==> src/include/ras_pkg.sv <==
// Package for the return-address stack: register map, field layout, reset values.
// Assumes a 32-bit AXI4-Lite register bus with one aligned word per register.
package ras_pkg;

	localparam int unsigned RAS_DEPTH    = 16;
	localparam int unsigned RAS_PC_W     = 15;
	localparam int unsigned RAS_PTR_W    = 5;
	localparam int unsigned RAS_IDX_W    = 4;
	localparam int unsigned RAS_ADDR_W   = 8;
	localparam int unsigned RAS_LOW_W    = 8;
	localparam int unsigned RAS_HIGH_W   = 7;

	localparam logic [4:0] RAS_PTR_EMPTY = 5'h1f;
	localparam logic [4:0] RAS_PTR_TOP   = 5'h0f;

	// Register byte offsets
	localparam logic [7:0] RAS_OFS_PTR    = 8'h00;
	localparam logic [7:0] RAS_OFS_LOW    = 8'h04;
	localparam logic [7:0] RAS_OFS_HIGH   = 8'h08;
	localparam logic [7:0] RAS_OFS_STATUS = 8'h0c;
	localparam logic [7:0] RAS_OFS_CFG    = 8'h10;

	// Status fields: write one to clear
	localparam int unsigned RAS_ST_OVF_BIT = 0;
	localparam int unsigned RAS_ST_UNF_BIT = 1;
	// Config fields
	localparam int unsigned RAS_CFG_RST_BIT = 0;
	localparam logic        RAS_CFG_RST_RST = 1'b0;

	localparam logic [1:0] RAS_RESP_OKAY   = 2'h0;
	localparam logic [1:0] RAS_RESP_SLVERR = 2'h2;

endpackage

==> src/hw/ras_store.sv <==
// Sixteen-entry storage array for the return-address stack.
// Assumes one write port and an asynchronous read used by the owning module.
`timescale 1ns/1ns
module ras_store (
	// Clock
	input  wire logic                                 clk,
	// Write port
	input  wire logic                                 wr_en,
	input  wire logic [ras_pkg::RAS_IDX_W-1:0]        wr_idx,
	input  wire logic [ras_pkg::RAS_PC_W-1:0]         wr_data,
	// Read port
	input  wire logic [ras_pkg::RAS_IDX_W-1:0]        rd_idx,
	output logic      [ras_pkg::RAS_PC_W-1:0]         rd_data
);
	import ras_pkg::*;

	// private array
	// Private array, no path to program or data memory
	logic [RAS_PC_W-1:0] mem [RAS_DEPTH];

	always_ff @(posedge clk) begin
		if (wr_en) begin
			mem[wr_idx] <= wr_data;
		end
	end

	assign rd_data = mem[rd_idx];

endmodule // ras_store

==> src/hw/ras_top.sv <==
// Return-address stack beside the program counter and sequencer, with AXI4-Lite registers.
// Assumes the sequencer gives one-cycle push/pop strobes and never both in one cycle.
//
// Notes on behaviour
// - Sixteen entries of fifteen bits each, enough for a full program counter.
// - Storage is private, not reachable from program or data address spaces.
// - Program counter pushed on call, call via working register, or interrupt entry.
// - Stack popped into program counter on any of the three return kinds.
// - Push and pop leave the program counter high latch untouched.
// - With fault reset off the stack wraps, seventeenth push overwrites the first.
// - Overflow and underflow flags set in either mode.
// - Pointer selects the top-entry pair; both halves read and write.
// - Pointer is five bits so overflow and underflow are visible.
// - Push increments then writes; pop reads then decrements.
// - After reset the stack is empty with the pointer at 0x1F.
// - Empty stack with fault reset on reads top pair as zero.
// - Fault reset enable set means overflow or underflow requests a device reset.
//
// Chosen here: the register addresses and the AXI4-Lite slave port.
`timescale 1ns/1ns
module ras_top (
	// Clock and reset
	input  wire logic                                 clk,
	input  wire logic                                 rst_b,
	// Sequencer events
	input  wire logic                                 call_push,
	input  wire logic                                 call_via_working_reg,
	input  wire logic                                 irq_push,
	input  wire logic                                 return_plain,
	input  wire logic                                 return_with_literal,
	input  wire logic                                 return_from_interrupt,
	input  wire logic [ras_pkg::RAS_PC_W-1:0]         pc_now,
	// Program counter reload
	output logic                                      pc_load,
	output logic      [ras_pkg::RAS_PC_W-1:0]         pc_restore,
	// Fault reset request
	output logic                                      stack_fault_reset,
	// AXI4-Lite write address
	input  wire logic                                 s_axi_awvalid,
	output logic                                      s_axi_awready,
	input  wire logic [ras_pkg::RAS_ADDR_W-1:0]       s_axi_awaddr,
	// AXI4-Lite write data
	input  wire logic                                 s_axi_wvalid,
	output logic                                      s_axi_wready,
	input  wire logic [31:0]                          s_axi_wdata,
	input  wire logic [3:0]                           s_axi_wstrb,
	// AXI4-Lite write response
	output logic                                      s_axi_bvalid,
	input  wire logic                                 s_axi_bready,
	output logic      [1:0]                           s_axi_bresp,
	// AXI4-Lite read address
	input  wire logic                                 s_axi_arvalid,
	output logic                                      s_axi_arready,
	input  wire logic [ras_pkg::RAS_ADDR_W-1:0]       s_axi_araddr,
	// AXI4-Lite read data
	output logic                                      s_axi_rvalid,
	input  wire logic                                 s_axi_rready,
	output logic      [31:0]                          s_axi_rdata,
	output logic      [1:0]                           s_axi_rresp
);
	import ras_pkg::*;

	// ****************************************
	// State
	// ****************************************
	typedef struct packed {
		logic [RAS_PTR_W-1:0]  ptr;
		logic                  ovf;
		logic                  unf;
		logic                  fault_en;
		logic                  pc_load;
		logic [RAS_PC_W-1:0]   pc_restore;
		logic                  fault_rst;
		logic                  aw_done;
		logic [RAS_ADDR_W-1:0] aw_addr;
		logic                  w_done;
		logic [31:0]           w_data;
		logic [3:0]            w_strb;
		logic                  bvalid;
		logic [1:0]            bresp;
		logic                  rvalid;
		logic [31:0]           rdata;
		logic [1:0]            rresp;
	} ras_state_s;

	ras_state_s st_q;
	ras_state_s st_d;

	logic                  mem_wr_en;
	logic [RAS_IDX_W-1:0]  mem_wr_idx;
	logic [RAS_PC_W-1:0]   mem_wr_data;
	logic [RAS_IDX_W-1:0]  mem_rd_idx;
	logic [RAS_PC_W-1:0]   mem_rd_data;

	// Register offset match, used by both read and write decode
	function automatic logic is_ofs(input logic [RAS_ADDR_W-1:0] a, input logic [RAS_ADDR_W-1:0] ofs);
		return {a[RAS_ADDR_W-1:2], 2'b00} == ofs;
	endfunction

	ras_store u_store (
		.clk     (clk),
		.wr_en   (mem_wr_en),
		.wr_idx  (mem_wr_idx),
		.wr_data (mem_wr_data),
		.rd_idx  (mem_rd_idx),
		.rd_data (mem_rd_data)
	);

	// ****************************************
	// Next state
	// ****************************************
	always_comb begin
		logic                 push;
		logic                 pop;
		logic                 empty;
		logic [RAS_PTR_W-1:0] ptr_inc;
		logic [RAS_PC_W-1:0]  top_rd;
		logic                 do_wr;
		logic                 do_rd;
		logic                 hit_ptr;
		logic                 hit_low;
		logic                 hit_high;
		logic                 hit_st;
		logic                 hit_cfg;
		logic [RAS_PC_W-1:0]  entry_new;
		push      = 1'b0;
		pop       = 1'b0;
		empty     = 1'b0;
		ptr_inc   = '0;
		top_rd    = '0;
		do_wr     = 1'b0;
		do_rd     = 1'b0;
		hit_ptr   = 1'b0;
		hit_low   = 1'b0;
		hit_high  = 1'b0;
		hit_st    = 1'b0;
		hit_cfg   = 1'b0;
		entry_new = '0;
		st_d        = st_q;
		mem_wr_en   = 1'b0;
		mem_wr_idx  = st_q.ptr[RAS_IDX_W-1:0];
		mem_wr_data = pc_now;
		// Pointer 0x1f reads entry 15 through its low four bits
		mem_rd_idx  = st_q.ptr[RAS_IDX_W-1:0];

		// Load and fault are request pulses; the stack itself is never wiped by a fault
		st_d.pc_load   = 1'b0;
		st_d.fault_rst = 1'b0;

		push  = call_push | call_via_working_reg | irq_push;
		pop   = ~push & (return_plain | return_with_literal | return_from_interrupt);
		empty = st_q.ptr == RAS_PTR_EMPTY;

		top_rd = (empty && st_q.fault_en) ? '0 : mem_rd_data;

		// ****************************************
		// Stack operations; the high latch lives outside and is never touched here
		// ****************************************
		if (push) begin
			ptr_inc = empty ? 5'h00 : 5'((st_q.ptr + 5'h01) & 5'h0f);
			if (st_q.ptr == RAS_PTR_TOP) begin
				st_d.ovf = 1'b1;
				st_d.fault_rst = st_q.fault_en;
			end
			st_d.ptr    = ptr_inc;
			mem_wr_en   = 1'b1;
			mem_wr_idx  = ptr_inc[RAS_IDX_W-1:0];
			mem_wr_data = pc_now;
		end else if (pop) begin
			st_d.pc_load    = 1'b1;
			st_d.pc_restore = top_rd;
			if (empty) begin
				st_d.unf = 1'b1;
				st_d.fault_rst = st_q.fault_en;
			end
			// modulo sixteen
			// Circular underflow lands one below the top entry
			st_d.ptr = (st_q.ptr == 5'h00) ? RAS_PTR_EMPTY
				: (empty ? RAS_PTR_TOP - 5'h01 : st_q.ptr - 5'h01);
		end

		// ****************************************
		// AXI4-Lite write
		// ****************************************
		if (s_axi_awvalid && s_axi_awready) begin
			st_d.aw_done = 1'b1;
			st_d.aw_addr = s_axi_awaddr;
		end
		if (s_axi_wvalid && s_axi_wready) begin
			st_d.w_done = 1'b1;
			st_d.w_data = s_axi_wdata;
			st_d.w_strb = s_axi_wstrb;
		end
		if (s_axi_bvalid && s_axi_bready) begin
			st_d.bvalid = 1'b0;
		end

		// Writes yield to stack ops: software loses a cycle, but flags never race
		do_wr    = st_q.aw_done && st_q.w_done && !st_q.bvalid && !push && !pop;
		hit_ptr  = is_ofs(st_q.aw_addr, RAS_OFS_PTR);
		hit_low  = is_ofs(st_q.aw_addr, RAS_OFS_LOW);
		hit_high = is_ofs(st_q.aw_addr, RAS_OFS_HIGH);
		hit_st   = is_ofs(st_q.aw_addr, RAS_OFS_STATUS);
		hit_cfg  = is_ofs(st_q.aw_addr, RAS_OFS_CFG);
		entry_new = mem_rd_data;
		if (do_wr) begin
			st_d.aw_done = 1'b0;
			st_d.w_done  = 1'b0;
			st_d.bvalid  = 1'b1;
			st_d.bresp   = RAS_RESP_OKAY;
			if (hit_ptr && st_q.w_strb[0]) begin
				st_d.ptr = st_q.w_data[RAS_PTR_W-1:0];
			end else if ((hit_low || hit_high) && st_q.w_strb[0]) begin
				if (hit_low) begin
					entry_new[RAS_LOW_W-1:0] = st_q.w_data[RAS_LOW_W-1:0];
				end else begin
					entry_new[RAS_PC_W-1:RAS_LOW_W] = st_q.w_data[RAS_HIGH_W-1:0];
				end
				mem_wr_en   = 1'b1;
				mem_wr_data = entry_new;
			end else if (hit_st && st_q.w_strb[0]) begin
				// Write one clears; a same-cycle event still sets, as stack ops block this path
				if (st_q.w_data[RAS_ST_OVF_BIT]) begin
					st_d.ovf = 1'b0;
				end
				if (st_q.w_data[RAS_ST_UNF_BIT]) begin
					st_d.unf = 1'b0;
				end
			end else if (hit_cfg && st_q.w_strb[0]) begin
				st_d.fault_en = st_q.w_data[RAS_CFG_RST_BIT];
			end else if (!(hit_ptr || hit_low || hit_high || hit_st || hit_cfg)) begin
				st_d.bresp = RAS_RESP_SLVERR;
			end
		end

		// ****************************************
		// AXI4-Lite read
		// ****************************************
		if (s_axi_rvalid && s_axi_rready) begin
			st_d.rvalid = 1'b0;
		end
		do_rd = s_axi_arvalid && s_axi_arready;
		if (do_rd) begin
			st_d.rvalid = 1'b1;
			st_d.rresp  = RAS_RESP_OKAY;
			st_d.rdata  = '0;
			if (is_ofs(s_axi_araddr, RAS_OFS_PTR)) begin
				st_d.rdata[RAS_PTR_W-1:0] = st_q.ptr;
			end else if (is_ofs(s_axi_araddr, RAS_OFS_LOW)) begin
				st_d.rdata[RAS_LOW_W-1:0] = top_rd[RAS_LOW_W-1:0];
			end else if (is_ofs(s_axi_araddr, RAS_OFS_HIGH)) begin
				st_d.rdata[RAS_HIGH_W-1:0] = top_rd[RAS_PC_W-1:RAS_LOW_W];
			end else if (is_ofs(s_axi_araddr, RAS_OFS_STATUS)) begin
				st_d.rdata[RAS_ST_OVF_BIT] = st_q.ovf;
				st_d.rdata[RAS_ST_UNF_BIT] = st_q.unf;
			end else if (is_ofs(s_axi_araddr, RAS_OFS_CFG)) begin
				st_d.rdata[RAS_CFG_RST_BIT] = st_q.fault_en;
			end else begin
				st_d.rresp = RAS_RESP_SLVERR;
			end
		end
	end

	// ****************************************
	// Registers
	// ****************************************
	always_ff @(posedge clk or negedge rst_b) begin
		if (!rst_b) begin
			st_q          <= '0;
			st_q.ptr      <= RAS_PTR_EMPTY;
			st_q.fault_en <= RAS_CFG_RST_RST;
		end else begin
			st_q <= st_d;
		end
	end

	// ****************************************
	// Outputs
	// ****************************************
	assign pc_load           = st_q.pc_load;
	assign pc_restore        = st_q.pc_restore;
	assign stack_fault_reset = st_q.fault_rst;
	assign s_axi_awready     = ~st_q.aw_done;
	assign s_axi_wready      = ~st_q.w_done;
	assign s_axi_bvalid      = st_q.bvalid;
	assign s_axi_bresp       = st_q.bresp;
	// Read address is accepted only while no answer is pending
	assign s_axi_arready     = ~st_q.rvalid;
	assign s_axi_rvalid      = st_q.rvalid;
	assign s_axi_rdata       = st_q.rdata;
	assign s_axi_rresp       = st_q.rresp;

endmodule // ras_top

==> config.mk <==
export PLATFORM = sky130hd
export DESIGN_NAME = ras_top
export DESIGN_NICKNAME = d
export VERILOG_FILES = /design/src/include/ras_pkg.sv /design/src/hw/ras_store.sv /design/src/hw/ras_top.sv
export SDC_FILE = /design/constraint.sdc
export NUM_CORES = 1
export LEC_CHECK = 0
export BUFFER_PORTS_ARGS = -buffer_cell sky130_fd_sc_hd__buf_2
export CAP_MARGIN = 25
export CORE_ASPECT_RATIO = 0.8
export CORE_MARGIN = 2
export CORE_UTILIZATION = 63
export DETAILED_ROUTE_END_ITERATION = 12
export PLACE_DENSITY = 0.91
export SKIP_CTS_REPAIR_TIMING = 1
export SLEW_MARGIN = 40
export SYNTH_ARGS = -nofsm -noshare
export SYNTH_HDL_FRONTEND = slang
export SYNTH_SLANG_ARGS = --single-unit
export TNS_END_PERCENT = 5
==> constraint.sdc <==
create_clock -name clk -period 10.1 [get_ports clk]
set_clock_uncertainty 0.05 [all_clocks]
set_input_delay 1.515 -clock clk [delete_from_list [all_inputs] [get_ports clk]]
set_output_delay 1.515 -clock clk [all_outputs]
set_load 0.01 [all_outputs]
# == Yosys cells after proc, flatten, opt, wreduce, memory -nomap -nowiden ==
# Memories as Yosys holds them, arrays and structs flattened.
# Index checks and enable logic that the tools add are counted.
# op_classes
addsub,2
eq_ne,10
n_reduce_logical,31
n_bitwise,12
muxes,64
# ops
operator,count
15-bit two-way mux,4
37-bit two-way mux,1
35-bit two-way mux,1
5-bit two-way mux,7
1-bit two-way mux,26
"6-bit by 2-bit == test with 1-bit output, second input constant",4
2-bit two-way mux,12
17-bit two-way mux,1
16-bit two-way mux,1
8-bit two-way mux,2
1-bit logical AND,14
7-bit two-way mux,2
"6-bit by 1-bit == test with 1-bit output, second input constant",2
"6-bit by 3-bit == test with 1-bit output, second input constant",2
6-bit logical NOT,2
3-bit two-way mux,4
9-bit two-way mux,1
4-bit two-way mux,2
2-bit nonzero test,4
1-bit inverter,7
"5-bit by 4-bit == test with 1-bit output, second input constant",1
"5-bit == test, second input constant",1
5-bit logical NOT,1
1-bit logical OR,5
other kinds (7),12
# word_totals
ff_bits,85
inputBits,80
ramBits,240
mem_count,1
elab_cells,137
# mem_list
name,words,width,read_ports,rd_clocked_by_memory_dff,write_ports,line_no,text
u_store.mem,16,15,1,0,1,ras_store.sv:19,logic [RAS_PC_W-1:0] mem [RAS_DEPTH];

# == Depth between registers and ports, before layout ==
# Gate-level depths: netlist of the first run.
# depth
word_depth,11
mapped_depth,10

# == Modules after synthesis ==
# Synthesis of the first run repeated with hierarchy kept, for this count alone.
# unflattened
hier_cells,719
hier_area_um2,12585.8
# by_module_without_submodules
mod,seq_area_each_um2,cells_each,instances,area_per_inst_um2
ras_store,7206.9,391,1,9146.3
ras_top,1357.6,328,1,3439.5

# == Worst setup path before layout of the first run ==
# No wires, ideal clock.
# synth_path
path_kind,input to register
from,input port call_via_working_reg
to,memory u_store.mem[1][0] (enable)
cell_stages,7
path_buffers,2
required_time_ns,9.641
setup_ns,0.409
arrival_time_ns,4.172
setup_slack_ns,5.469
path_cell_list,or3_1 buf_2 nor4_4 and4b_1 buf_2 o31ai_2 nor3b_1
# synth_between
elab_chain_len,9
# synth_rtl
item,line_no,text
from (decl),ras_top.sv:27,"input wire logic call_via_working_reg,"
1-bit OR (*) (2 in series),ras_top.sv:150,push = call_push | call_via_working_reg | irq_push;
branches (longest 7 deep; another with 1-bit two-way mux),--,
to (decl),ras_store.sv:19,
# Every way passes the cells marked *.

# == Worst setup path in the final report of the first run ==
# layout_path
from,input port call_via_working_reg
to,memory u_store.mem[1][14] (enable)
# The elaborated chain is that of the path after synthesis.

==> results of run 1 <==
## final cells by class
type                       instances  area, um2
inverter                          12      45.04
fill                            1140       5719
sequential                       294       8564
timing repair buffer             104      588.1
multi-input combinational        408       3623
tap                              264      330.3
clock buffer                      40      745.7
clock inverter                     8      67.56
## worst paths after layout
check	startpoint	to	slack (ns)
min in group asynchronous	rst_b	s_axi_rresp[1]$_DFFE_PN0P_	1.05
min	s_axi_rdata[6]$_DFFE_PN0P_	s_axi_rdata[6]$_DFFE_PN0P_	0.41
max	call_via_working_reg	u_store.mem[1][14]$_DFFE_PP_	5.54
min reg2reg	s_axi_rdata[6]$_DFFE_PN0P_	s_axi_rdata[6]$_DFFE_PN0P_	0.41
max reg2reg	mem_rd_idx[0]$_DFF_PN1_	u_store.mem[1][14]$_DFFE_PP_	5.71
max in group asynchronous	rst_b	st_q[48]$_DFFE_PN0P_	8.44
## cells by family after synthesis
family	Yosys count	share of synthesized area, %
flip-flops	294	68.10
AND/OR/NAND/NOR	163	6.507
AO/OA/AOI/OAI	117	6.109
buffers and inverters	102	4.815
multiplexers	99	14.17
adder cells (fa/ha/maj)	2	0.1990
other	1	0.02982
XOR/XNOR	1	0.06966
## synth_stat cells (3+ instances only)
master / count
sky130_fd_sc_hd__mux4_2: 61
sky130_fd_sc_hd__a211oi_1: 8
sky130_fd_sc_hd__inv_1: 11
sky130_fd_sc_hd__nand2b_1: 6
sky130_fd_sc_hd__clkbuf_1: 20
sky130_fd_sc_hd__a21oi_1: 28
sky130_fd_sc_hd__o21a_1: 4
sky130_fd_sc_hd__buf_4: 55
sky130_fd_sc_hd__and3_1: 3
sky130_fd_sc_hd__a31oi_1: 7
sky130_fd_sc_hd__o21ai_0: 20
sky130_fd_sc_hd__nand2_1: 45
sky130_fd_sc_hd__mux2i_1: 16
sky130_fd_sc_hd__nor2_1: 42
sky130_fd_sc_hd__nand3b_1: 3
sky130_fd_sc_hd__nor2b_1: 15
sky130_fd_sc_hd__edfxtp_1: 240
sky130_fd_sc_hd__mux2_2: 22
sky130_fd_sc_hd__a32oi_1: 3
sky130_fd_sc_hd__o22ai_1: 16
sky130_fd_sc_hd__buf_2: 13
sky130_fd_sc_hd__dfrtp_1: 49
sky130_fd_sc_hd__dfstp_2: 5
sky130_fd_sc_hd__nand4_1: 5
sky130_fd_sc_hd__or2_2: 3
sky130_fd_sc_hd__nor3_1: 14
sky130_fd_sc_hd__o211ai_1: 3
sky130_fd_sc_hd__a22o_1: 12
sky130_fd_sc_hd__nor3b_1: 4
sky130_fd_sc_hd__a21o_1: 3
sky130_fd_sc_hd__or3_1: 3
sky130_fd_sc_hd__nand3_1: 10
## flip-flops by register name, indices dropped and copies added (netlist names)
name and flops:
pc_load 1, st_q 21, s_axi_rresp 1, s_axi_rvalid 1
s_axi_bvalid 1, u_store.mem 240, stack_fault_reset 1, pc_restore 15
s_axi_bresp 1, mem_rd_idx 4, s_axi_rdata 8
## tightest hold or removal path, delay by kind of cell, from the launching register on
kind	cells	cell delay, ns
flops	1	0.34
simple gates	2	0.10
## through the flow
stage | hold WS, ns | power [mW] | utilization, %
after floorplan | 0.3900 | 2.737 | -
after global placement | 0.4068 | 3.092 | 66.25
after detailed placement | 0.4090 | 3.195 | 66.60
after CTS | 0.4191 | 4.157 | 70.73
after global routing | 0.4636 | 4.344 | 70.94
final | 0.4148 | 4.218 | 70.94
## report_power, final
part / switching [mW] / internal [mW] / leakage (nW) / total [mW]
Combinational: 0.893 / 0.567 / 1.79 / 1.46
Sequential: 0.149 / 1.65 / 2.83 / 1.80
Clock: 0.421 / 0.536 / 0.404 / 0.956
## routing by layer
metal | up-vias | global-route usage [%] | routed length, um
met2 | 673 | 47.13 | 15000
met1 | 3774 | 39.65 | 11020
li1 | 3112 | - | -
met4 | 0 | 11.24 | 1537
met3 | 112 | 6.660 | 4077
met5 | - | 0 | 0
## placed cells by master, fill, tap and decap left out, drive strengths merged, types with 6 or more instances in the layout
master / netlist / final
a211oi: 8 / 8
a21oi: 28 / 28
a22o: 12 / 12
a31oi: 7 / 7
buf: 70 / 104
clkbuf: 20 / 40
clkinv: 1 / 7
conb: 1 / 26
dfrtp: 49 / 49
edfxtp: 240 / 240
inv: 11 / 12
mux2: 22 / 22
mux2i: 16 / 16
mux4: 61 / 61
nand2: 45 / 45
nand2b: 6 / 6
nand3: 10 / 10
nor2: 42 / 42
nor2b: 15 / 15
nor3: 14 / 14
nor3b: 6 / 6
o21ai: 20 / 20
o22ai: 16 / 16
==> impl_metrics.sql, run 1 <==
INSERT INTO impl_metrics (metric_group, metric, value, unit) VALUES
('floorplan', 'die_area', '21110', 'um2'),
('min_path', 'hold_path.class', 'reg -> reg', ''),
('critical_path', 'timing.setup.critical_path_class', 'in -> reg', ''),
('floorplan', 'fp.coreArea', '19680', 'um2'),
('critical_path', 'reg2reg_depth', '7', ''),
('synthesis', 'yosysSeqAreaShare', '68.10', '%'),
('place', 'placement.io_buffers', '80', ''),
('detailed_routing', 'post_drt_wl_per_cell', '27.99', 'um'),
('critical_path', 'required_time_of_the_worst_setup_path', '10.28', 'ns'),
('place', 'gpl.final_weighted_congestion', '0.8755', ''),
('global_routing', 'grt_first_pass_wirelength', '44420', 'um'),
('place', 'place_hpwl', '19090', 'um'),
('detailed_routing', 'drt_pass1_iterations', '6', ''),
('clock_network', 'clk_latency', '0.53', 'ns'),
('power', 'vdd_ir_drop_max', '0.2255', 'mV'),
('synthesis', 'synth_flop_cell', 'sky130_fd_sc_hd__edfxtp_1', ''),
('floorplan', 'fp-row-count', '46', ''),
('timing', 'timing.final.max_slew_violations', '0', ''),
('synthesis', 'postSynthRegisterBits', '294', ''),
('floorplan', 'fp.dieW', '162.0', 'um'),
('detailed_routing', 'antenna_violation_net_count_after_detailed_routing', '0', ''),
('final_layout', 'syn_to_final_growth', '11.04', '%'),
('critical_path', 'worst_setup_path_start_kind', 'input pin', ''),
('critical_path', 'worstSetupEndpointType', 'register', ''),
('critical_path', 'slowest_stage', 'sky130_fd_sc_hd__nor3b_2', ''),
('timing', 'final.period_utilization', '45.20', '%'),
('global_routing', 'grt_util_all_layers', '29.12', '%'),
('detailed_routing', 'vias_per_cell', '6.788', ''),
('final_layout', 'layout.cells.non_filler', '1130', ''),
('synthesis', 'avgSynthCellArea', '16.14', 'um2'),
('clock_network', 'htreeDepth', '1', ''),
('timing', 'crit_path_setup_slack_layout', '5.535', 'ns'),
('synthesis', 'synth-edff-count', '240', ''),
('clock_network', 'root_buffer', 'sky130_fd_sc_hd__clkbuf_16', ''),
('critical_path', 'worstPathBufferInverterCount', '3', ''),
('timing', 'max_slew_margin', '40.81', '%'),
('synthesis', 'synth_top_cells_by_area', 'sky130_fd_sc_hd__edfxtp_1, sky130_fd_sc_hd__mux4_2, sky130_fd_sc_hd__dfrtp_1', ''),
('critical_path', 'timing.critical_path.fanout_max', '23', ''),
('critical_path', 'timing.critical_path.cells', 'buf_2 -> or3_1 -> nor4_4 -> and4b_1 -> buf_4 -> o31ai_4 -> nor3b_2 -> buf_4', ''),
('clock_network', 'cts-buffers-inserted', '27', ''),
('min_path', 'whs_path_depth', '2', ''),
('critical_path', 'crit_path_max_incr_delay', '0.77', 'ns'),
('detailed_routing', 'remaining_drc_errors', '0', ''),
('critical_path', 'cp_num_cells', '8', ''),
('final_layout', 'final_layout_size_suffix_gt1_share', '30.02', '%'),
('timing', 'timing.setup.tns', '0', 'ns'),
('global_routing', 'antenna_found_initial', '0', ''),
('power', 'p_leak', '5.027', 'nW'),
('final_layout', 'final_net_count', '929', ''),
('floorplan', 'starting_utilization_of_the_core_area', '63.89', '%'),
('critical_path', 'timing.critical_path.mode_cell', 'sky130_fd_sc_hd__buf_4', ''),
('power', 'power.density', '302.0', 'nW/um2'),
('critical_path', 'worst-endpoint-arrival', '4.75', 'ns'),
('final_layout', 'antennaDiodeCount', '0', ''),
('floorplan', 'die_height', '130.4', 'um'),
('critical_path', 'critPathTopFamily', 'simple AND/OR/NAND/NOR gates', ''),
('synthesis', 'asyncSetResetFlopFracSynth', '18.37', '%'),
('timing', 'fin_crit', '4.565', 'ns'),
('place', 'placed_cells_incl_taps', '1082', ''),
('timing', 'total_of_endpoints_with_negative_setup_slack_in_the_final_report', '0', ''),
('detailed_routing', 'detailedRoute.firstIterationViolations', '1227', ''),
('clock_network', 'cts.reportedPaths.clkPinSlew', '0.06', 'ns'),
('clock_network', 'cts_num_sinks', '294', ''),
('job', 'cap_viol_max_count', '0', ''),
('synthesis', 'syn-cell-area', '12580', 'um2'),
('run_status', 'result_of_the_run', 'completed', ''),
('synthesis', 'synth_largest_type_area_fraction', '57.31', '%'),
('final_layout', 'final_cell_area', '13960', 'um2'),
('global_routing', 'grt_pass1_vias', '7138', ''),
('timing', 'grt_setup_unrepaired', 'no', ''),
('place', 'placedInstanceArea', '13110', 'um2');
Power figures use the tool's default switching activity.
==> run 2: changes to the inputs <==
ABC_AREA = 1   (was not set)
CORE_UTILIZATION = 59   (was 63)
PLACE_DENSITY = 0.86   (was 0.91)
clock period = 4.48 ns   (was 10.1 ns; I/O delays follow)
==> impl_metrics.sql, run 2 <==
INSERT INTO impl_metrics (metric_group, metric, value, unit) VALUES
('synthesis', 'synth-edff-count', '240', ''),
('final_layout', 'utilization', '66.88', '%'),
('floorplan', 'pin_count', '138', ''),
('floorplan', 'fp.coreArea', '21560', 'um2'),
('final_layout', 'multi_input_comb_area', '3630', 'um2'),
('detailed_routing', 'post_drt_wl_per_cell', '19.94', 'um'),
('critical_path', 'slowest_stage', 'sky130_fd_sc_hd__buf_4', ''),
('global_routing', 'grt_overflow_total', '0', ''),
('timing', 'fin_crit', '3.291', 'ns'),
('synthesis', 'yosysUniqueCellTypes', '37', ''),
('critical_path', 'worstSetupEndpointType', 'register', ''),
('run_status', 'result_of_the_run', 'completed', ''),
('timing', 'total_of_endpoints_with_negative_setup_slack_in_the_final_report', '0', ''),
('detailed_routing', 'remaining_drc_errors', '0', ''),
('place', 'place_hpwl', '20510', 'um'),
('detailed_routing', 'antenna_violation_net_count_after_detailed_routing', '0', ''),
('timing', 'timing.setup.tns', '0', 'ns'),
('detailed_routing', 'vias_per_cell', '5.955', ''),
('final_layout', 'fill_cell_total_of_the_finished_layout', '1463', ''),
('global_routing', 'grt_pass1_vias', '9036', ''),
('min_path', 'hold_path.class', 'in -> async', ''),
('power', 'power.density', '623.8', 'nW/um2'),
('final_layout', 'top_register_by_number_of_flip_flops', 'u_store.mem', ''),
('place', 'detailedPlace.worstSlack', '1.212', 'ns'),
('synthesis', 'synth-warning-count', '0', ''),
('timing', 'timing_worst_slew_pin_value', '0.7617', 'ns'),
('synthesis', 'postSynthRegisterBits', '294', ''),
('power', 'p_leak', '5.824', 'nW'),
('floorplan', 'die_height', '136.7', 'um'),
('timing', 'hold_ws', '0.2141', 'ns'),
('final_layout', 'final_cell_mix', 'sky130_fd_sc_hd__edfxtp_1, sky130_fd_sc_hd__nand2_1, sky130_fd_sc_hd__nor2_1', ''),
('synthesis', 'post-synth-top-area-cell', 'sky130_fd_sc_hd__edfxtp_1', ''),
('final_layout', 'final_layout_size_suffix_gt1_share', '15.78', '%'),
('global_routing', 'grt_first_pass_wirelength', '48670', 'um'),
('detailed_routing', 'drt_pass1_iterations', '6', ''),
('clock_network', 'cts_tree', 'done', ''),
('critical_path', 'timing.critical_path.fanout_max', '59', ''),
('clock_network', 'root_buffer', 'sky130_fd_sc_hd__clkbuf_16', ''),
('clock_network', 'cts.reportedPaths.clkPinSlew', '0.06', 'ns'),
('timing', 'timing.final.max_slew_violations', '0', ''),
('critical_path', 'crit_path_max_incr_delay', '0.62', 'ns'),
('clock_network', 'htreeDepth', '1', ''),
('detailed_routing', 'dr_total_vias', '9606', ''),
('final_layout', 'final_net_count', '1399', ''),
('floorplan', 'fp.dieW', '169.8', 'um'),
('synthesis', 'cell_types_with_the_highest_counts_after_synthesis', 'sky130_fd_sc_hd__edfxtp_1, sky130_fd_sc_hd__nand2_1, sky130_fd_sc_hd__nor2_1, sky130_fd_sc_hd__nand3_1, sky130_fd_sc_hd__o21ai_0', ''),
('place', 'placement.io_buffers', '80', ''),
('clock_network', 'cts-buffers-inserted', '27', ''),
('critical_path', 'worst_setup_path_start_kind', 'register', ''),
('clock_network', 'clk_latency', '0.53', 'ns'),
('synthesis', 'synth_flop_cell', 'sky130_fd_sc_hd__edfxtp_1', ''),
('clock_network', 'cts_num_sinks', '294', ''),
('synthesis', 'avgSynthCellArea', '10.51', 'um2'),
('detailed_routing', 'drt_wl_total', '32160', 'um'),
('detailed_routing', 'detailedRoute.firstIterationViolations', '1387', ''),
('final_layout', 'final_cell_area', '14420', 'um2'),
('global_routing', 'antenna_found_initial', '1', ''),
('job', 'cap_viol_max_count', '0', ''),
('final_layout', 'ff_latch_area', '8568', 'um2'),
('synthesis', 'synth_largest_type_area_fraction', '55.53', '%'),
('critical_path', 'required_time_of_the_worst_setup_path', '4.79', 'ns'),
('timing', 'f_max', '0.3038', 'GHz'),
('synthesis', 'synth_top_cells_by_area', 'sky130_fd_sc_hd__edfxtp_1, sky130_fd_sc_hd__dfrtp_1, sky130_fd_sc_hd__nand2_1', ''),
('final_layout', 'final_common_cell', 'sky130_fd_sc_hd__edfxtp_1', ''),
('final_layout', 'layout.cells.non_filler', '1613', ''),
('timing', 'crit_path_setup_slack_layout', '1.189', 'ns'),
('global_routing', 'grt_start_max_net_pins', '72', ''),
('global_routing', 'grt_util_all_layers', '27.74', '%'),
('floorplan', 'die_area', '23210', 'um2'),
('final_layout', 'largest_register_ff_count', '240', ''),
('timing', 'final_hold_viol_count', '0', ''),
('place', 'placed_cells_incl_taps', '1563', ''),
('synthesis', 'syn-cell-area', '12980', 'um2'),
('clock_network', 'cts_buffer_depth', '3', ''),
('critical_path', 'timing.critical_path.cells', 'inv_2 -> buf_4 -> nor2_1 -> nor2_1 -> o21ai_0 -> nand3_1 -> nand3_1 -> nand2_1 -> nand2_1 -> a21oi_1 -> buf_4', ''),
('critical_path', 'worst-endpoint-arrival', '3.61', 'ns'),
('synthesis', 'yosysSeqAreaShare', '65.99', '%'),
('timing', 'max_slew_margin', '48.68', '%'),
('power', 'total_power', '8.995', 'mW'),
('power', 'vdd_ir_drop_max', '0.3531', 'mV'),
('place', 'placedInstanceArea', '13630', 'um2'),
('timing', 'grt_setup_unrepaired', 'no', ''),
('synthesis', 'post-synth-top-count-cell', 'sky130_fd_sc_hd__edfxtp_1', ''),
('synthesis', 'asyncSetResetFlopFracSynth', '18.37', '%'),
('place', 'gpl.final_weighted_congestion', '0.9292', ''),
('synthesis', 'syn-instance-count', '1235', ''),
('final_layout', 'syn_to_final_growth', '11.11', '%'),
('timing', 'final.period_utilization', '73.47', '%'),
('critical_path', 'timing.setup.critical_path_class', 'reg -> reg', ''),
('floorplan', 'starting_utilization_of_the_core_area', '60.19', '%'),
('floorplan', 'fp-row-count', '48', '');
[run 2: cell count changes after synthesis, moves of 16 or more]
cell	delta
sky130_fd_sc_hd__inv_1	+53
sky130_fd_sc_hd__o211ai_1	+18
sky130_fd_sc_hd__nand2_1	+169
sky130_fd_sc_hd__mux4_2	-61
sky130_fd_sc_hd__nand3_1	+119
sky130_fd_sc_hd__mux2i_1	-16
sky130_fd_sc_hd__a21oi_1	+22
sky130_fd_sc_hd__o21ai_0	+79
sky130_fd_sc_hd__nor2_1	+161
[run 2: worst max-delay path, delay by kind of cell (launching register included)]
family	cells	cell delay, ns
buffers and inverters	3	1.35
and+or+nand+nor	6	0.78
DFF	1	0.56
AOI/OAI and AO/OA	2	0.31
[run 2: final timing paths]
kind	start	endpoint	slack, ns	cells after the start
min in group clk	s_axi_bready	s_axi_bvalid$_DFFE_PN0P_	0.27	2
worst min register to register	pc_restore[9]$_DFFE_PN0P_	pc_restore[9]$_DFFE_PN0P_	0.43	2
worst max register to register	mem_rd_idx[0]$_DFF_PN1_	u_store.mem[10][10]$_DFFE_PP_	1.19	11
worst max-delay path	mem_rd_idx[0]$_DFF_PN1_	u_store.mem[10][10]$_DFFE_PP_	1.19	11
worst min-delay path	rst_b	pc_restore[8]$_DFFE_PN0P_	0.21	2
max in group asynchronous	rst_b	st_q[79]$_DFFE_PN0P_	3.69	2
[run 2: cell type report]
cell class                      count  area share [%]
Clock inverter                     17          0.5640
Clock buffer                       32           4.816
Inverter                           68           1.770
Multi-Input combinational cell    787           25.17
Antenna cell                        1         0.01736
Timing Repair Buffer              139           5.849
Tap cell                          275           2.386
Sequential cell                   294           59.42
[run 2: kinds of logic after synthesis]
group	count (synthesis)	synth area share, %
AO/OA/AOI/OAI	179	7.511
XOR/XNOR	1	0.06750
adder cells (fa/ha/maj)	2	0.1928
buffers and inverters	179	6.922
flip-flops	294	66.00
multiplexers	11	0.9545
other	1	0.02890
AND/OR/NAND/NOR	568	18.33
[run 2: per-layer routing]
layer | vias up | track usage (%) | wire length [um]
met3 | 104 | 6.420 | 3966
met5 | - | 0 | 0
met4 | 0 | 10.11 | 1170
met2 | 646 | 44.29 | 14800
met1 | 4537 | 37.78 | 12220
li1 | 4319 | - | -
[run 2: where the power goes]
group	leakage (nW)	internal, mW	total [mW]	switching (mW)
clock network	0.383	1.10	2.06	0.956
logic	2.62	0.890	3.03	2.14
registers	2.82	3.60	3.91	0.308
==> run 3: changes to the inputs <==
clock period = 3.29 ns   (was 4.48 ns; I/O delays follow)
==> impl_metrics.sql, run 3 (same netlist as run 2, synthesis figures left out) <==
INSERT INTO impl_metrics (metric_group, metric, value, unit) VALUES
('power', 'netSwitchingPower', '4.725', 'mW'),
('timing', 'timing.final.max_slew_violations', '0', ''),
('global_routing', 'grt_start_max_net_pins', '84', ''),
('critical_path', 'timing.critical_path.mode_cell', 'sky130_fd_sc_hd__nor2_1', ''),
('min_path', 'hold_path.class', 'in -> reg', ''),
('power', 'seq_power_share', '40.1', '%'),
('detailed_routing', 'dr_total_vias', '9686', ''),
('clock_network', 'root_buffer', 'sky130_fd_sc_hd__clkbuf_16', ''),
('critical_path', 'critPathTopFamily', 'simple AND/OR/NAND/NOR gates', ''),
('clock_network', 'cts_tree', 'done', ''),
('place', 'gpl.final_weighted_congestion', '0.9584', ''),
('floorplan', 'fp-row-count', '48', ''),
('timing', 'total_of_endpoints_with_negative_setup_slack_in_the_final_report', '0', ''),
('final_layout', 'final_net_count', '1393', ''),
('place', 'place_hpwl', '20580', 'um'),
('critical_path', 'timing.critical_path.fanout_max', '56', ''),
('min_path', 'whs_path_depth', '2', ''),
('detailed_routing', 'remaining_drc_errors', '0', ''),
('critical_path', 'worstSetupEndpointType', 'register', ''),
('detailed_routing', 'vias_per_cell', '6.027', ''),
('final_layout', 'largest_register_ff_count', '240', ''),
('floorplan', 'starting_utilization_of_the_core_area', '60.19', '%'),
('min_path', 'min_from', 's_axi_bready', ''),
('timing', 'fin_crit', '3.078', 'ns'),
('power', 'clock_power_share', '25.3', '%'),
('critical_path', 'regToRegStartpoint', 'mem_rd_idx[0]$_DFF_PN1_', ''),
('detailed_routing', 'detailedRoute.firstIterationViolations', '1347', ''),
('critical_path', 'worst_setup_path_start_kind', 'register', ''),
('critical_path', 'slowest_stage', 'sky130_fd_sc_hd__dfstp_4', ''),
('clock_network', 'cts_num_sinks', '294', ''),
('detailed_routing', 'drt_pass1_iterations', '9', ''),
('critical_path', 'timing.critical_path.cells', 'buf_12 -> ha_1 -> nand3_1 -> nor2_4 -> nor2_1 -> nor2_1 -> a21oi_1 -> inv_1 -> nand2_1 -> nor2_1 -> buf_12', ''),
('detailed_routing', 'antenna_violation_net_count_after_detailed_routing', '0', ''),
('floorplan', 'fp.coreArea', '21560', 'um2'),
('clock_network', 'cts.reportedPaths.clkPinSlew', '0.07', 'ns'),
('power', 'p_leak', '5.910', 'nW'),
('floorplan', 'pin_count', '138', ''),
('clock_network', 'htreeDepth', '1', ''),
('global_routing', 'grt_first_pass_wirelength', '50290', 'um'),
('clock_network', 'cts-buffers-inserted', '27', ''),
('final_layout', 'final_cell_mix', 'sky130_fd_sc_hd__edfxtp_1, sky130_fd_sc_hd__nand2_1, sky130_fd_sc_hd__nor2_1', ''),
('critical_path', 'worst-endpoint-arrival', '3.28', 'ns'),
('global_routing', 'antenna_found_initial', '0', ''),
('final_layout', 'top_register_by_number_of_flip_flops', 'u_store.mem', ''),
('timing', 'final_hold_viol_count', '0', ''),
('critical_path', 'crit_path_max_incr_delay', '0.66', 'ns'),
('critical_path', 'timing.setup.critical_path_class', 'reg -> reg', ''),
('timing', 'timing.setup.tns', '0', 'ns'),
('run_status', 'result_of_the_run', 'completed', ''),
('critical_path', 'flop_to_flop_setup_slack', '0.21', 'ns'),
('global_routing', 'grt_overflow_total', '0', ''),
('critical_path', 'reg2reg_depth', '11', ''),
('critical_path', 'required_time_of_the_worst_setup_path', '3.49', 'ns'),
('clock_network', 'clk_latency', '0.54', 'ns'),
('timing', 'final.period_utilization', '93.55', '%'),
('timing', 'f_max', '0.3249', 'GHz'),
('timing', 'grt_setup_unrepaired', 'no', ''),
('floorplan', 'die_height', '136.7', 'um'),
('power', 'switching_share', '36.29', '%'),
('global_routing', 'grt_pass1_vias', '9367', ''),
('floorplan', 'die_area', '23210', 'um2'),
('critical_path', 'r2r-end', 'u_store.mem[10][0]$_DFFE_PP_', ''),
('timing', 'timing_worst_slew_pin_value', '0.8292', 'ns'),
('power', 'power.density', '883.0', 'nW/um2'),
('detailed_routing', 'post_drt_wl_per_cell', '20.51', 'um'),
('min_path', 'min_delay_worst_endpoint', 's_axi_bvalid$_DFFE_PN0P_', ''),
('final_layout', 'antennaDiodeCount', '0', ''),
('clock_network', 'cts_buffer_depth', '3', ''),
('critical_path', 'cp_num_cells', '11', ''),
('power', 'vdd_ir_drop_max', '0.6898', 'mV'),
('floorplan', 'fp.dieW', '169.8', 'um'),
('timing', 'max_slew_margin', '44.66', '%'),
('global_routing', 'grt_util_all_layers', '28.54', '%'),
('job', 'cap_viol_max_count', '0', ''),
('power', 'power.combinational.fraction', '34.6', '%'),
('place', 'placement.io_buffers', '80', ''),
('power', 'cell_internal_pwr', '8.295', 'mW'),
('critical_path', 'worstPathBufferInverterCount', '3', ''),
('timing', 'hold_ws', '0.07690', 'ns'),
('final_layout', 'final_layout_size_suffix_gt1_share', '16.67', '%'),
('detailed_routing', 'drt_wl_total', '32960', 'um'),
('final_layout', 'syn_to_final_growth', '13.62', '%'),
('final_layout', 'final_common_cell', 'sky130_fd_sc_hd__edfxtp_1', '');
run 3: worst max path at each step:
| stage | start | end | slack [ns] |
|---|---|---|---|
| 2_1_floorplan | mem_rd_idx[0]$_DFF_PN1_ | u_store.mem[5][0]$_DFFE_PP_ | 0.52 |
| 6_report | mem_rd_idx[0]$_DFF_PN1_ | u_store.mem[10][0]$_DFFE_PP_ | 0.21 |
| 5_1_grt | mem_rd_idx[0]$_DFF_PN1_ | u_store.mem[2][4]$_DFFE_PP_ | 0.06 |
| 3_3_place_gp | mem_rd_idx[0]$_DFF_PN1_ | u_store.mem[14][5]$_DFFE_PP_ | 0.24 |
| 4_1_cts | mem_rd_idx[0]$_DFF_PN1_ | u_store.mem[14][10]$_DFFE_PP_ | 0.12 |
| 3_5_place_dp | mem_rd_idx[0]$_DFF_PN1_ | u_store.mem[14][13]$_DFFE_PP_ | 0.19 |
run 3: metal layers:
layer	vias to the layer above	share of wire (%)	global-route usage, %
li1	4309	-	-
met3	101	12	5.610
met5	-	0	0
met4	0	3.4	9.639
met2	654	46	46.08
met1	4622	38	39.43
run 3: final cells by class:
class	count	area (um2)
inverter	68	255.2
timing repair buffer	133	950.9
multi-input combinational	787	3689
sequential	294	8568
tap	275	344.1
clock inverter	13	195.2
fill	1400	6815
clock buffer	37	743.2
run 3: stage by stage:
stage	area [um2]	total power, mW	setup slack (ns)	cells	util [%]
5_1_grt	14750	13.59	0.05717	1607	68.39
6_report	14750	13.02	0.2123	1607	68.39
4_1_cts	14720	12.90	0.1225	1606	68.26
3_5_place_dp	13780	9.578	0.1857	1556	63.91
2_1_floorplan	13070	7.931	0.5165	1260	-
3_3_place_gp	13720	9.364	0.2427	1556	63.64
run 3: power groups by stage:
stage / Combinational [mW] / Clock, mW / Sequential, mW
5_1_grt: 4.86 / 3.45 / 5.28
3_5_place_dp: 4.31 / 0 / 5.27
6_report: 4.50 / 3.30 / 5.22
3_3_place_gp: 4.14 / 0 / 5.22
2_1_floorplan: 2.75 / 0 / 5.18
4_1_cts: 4.39 / 3.31 / 5.20
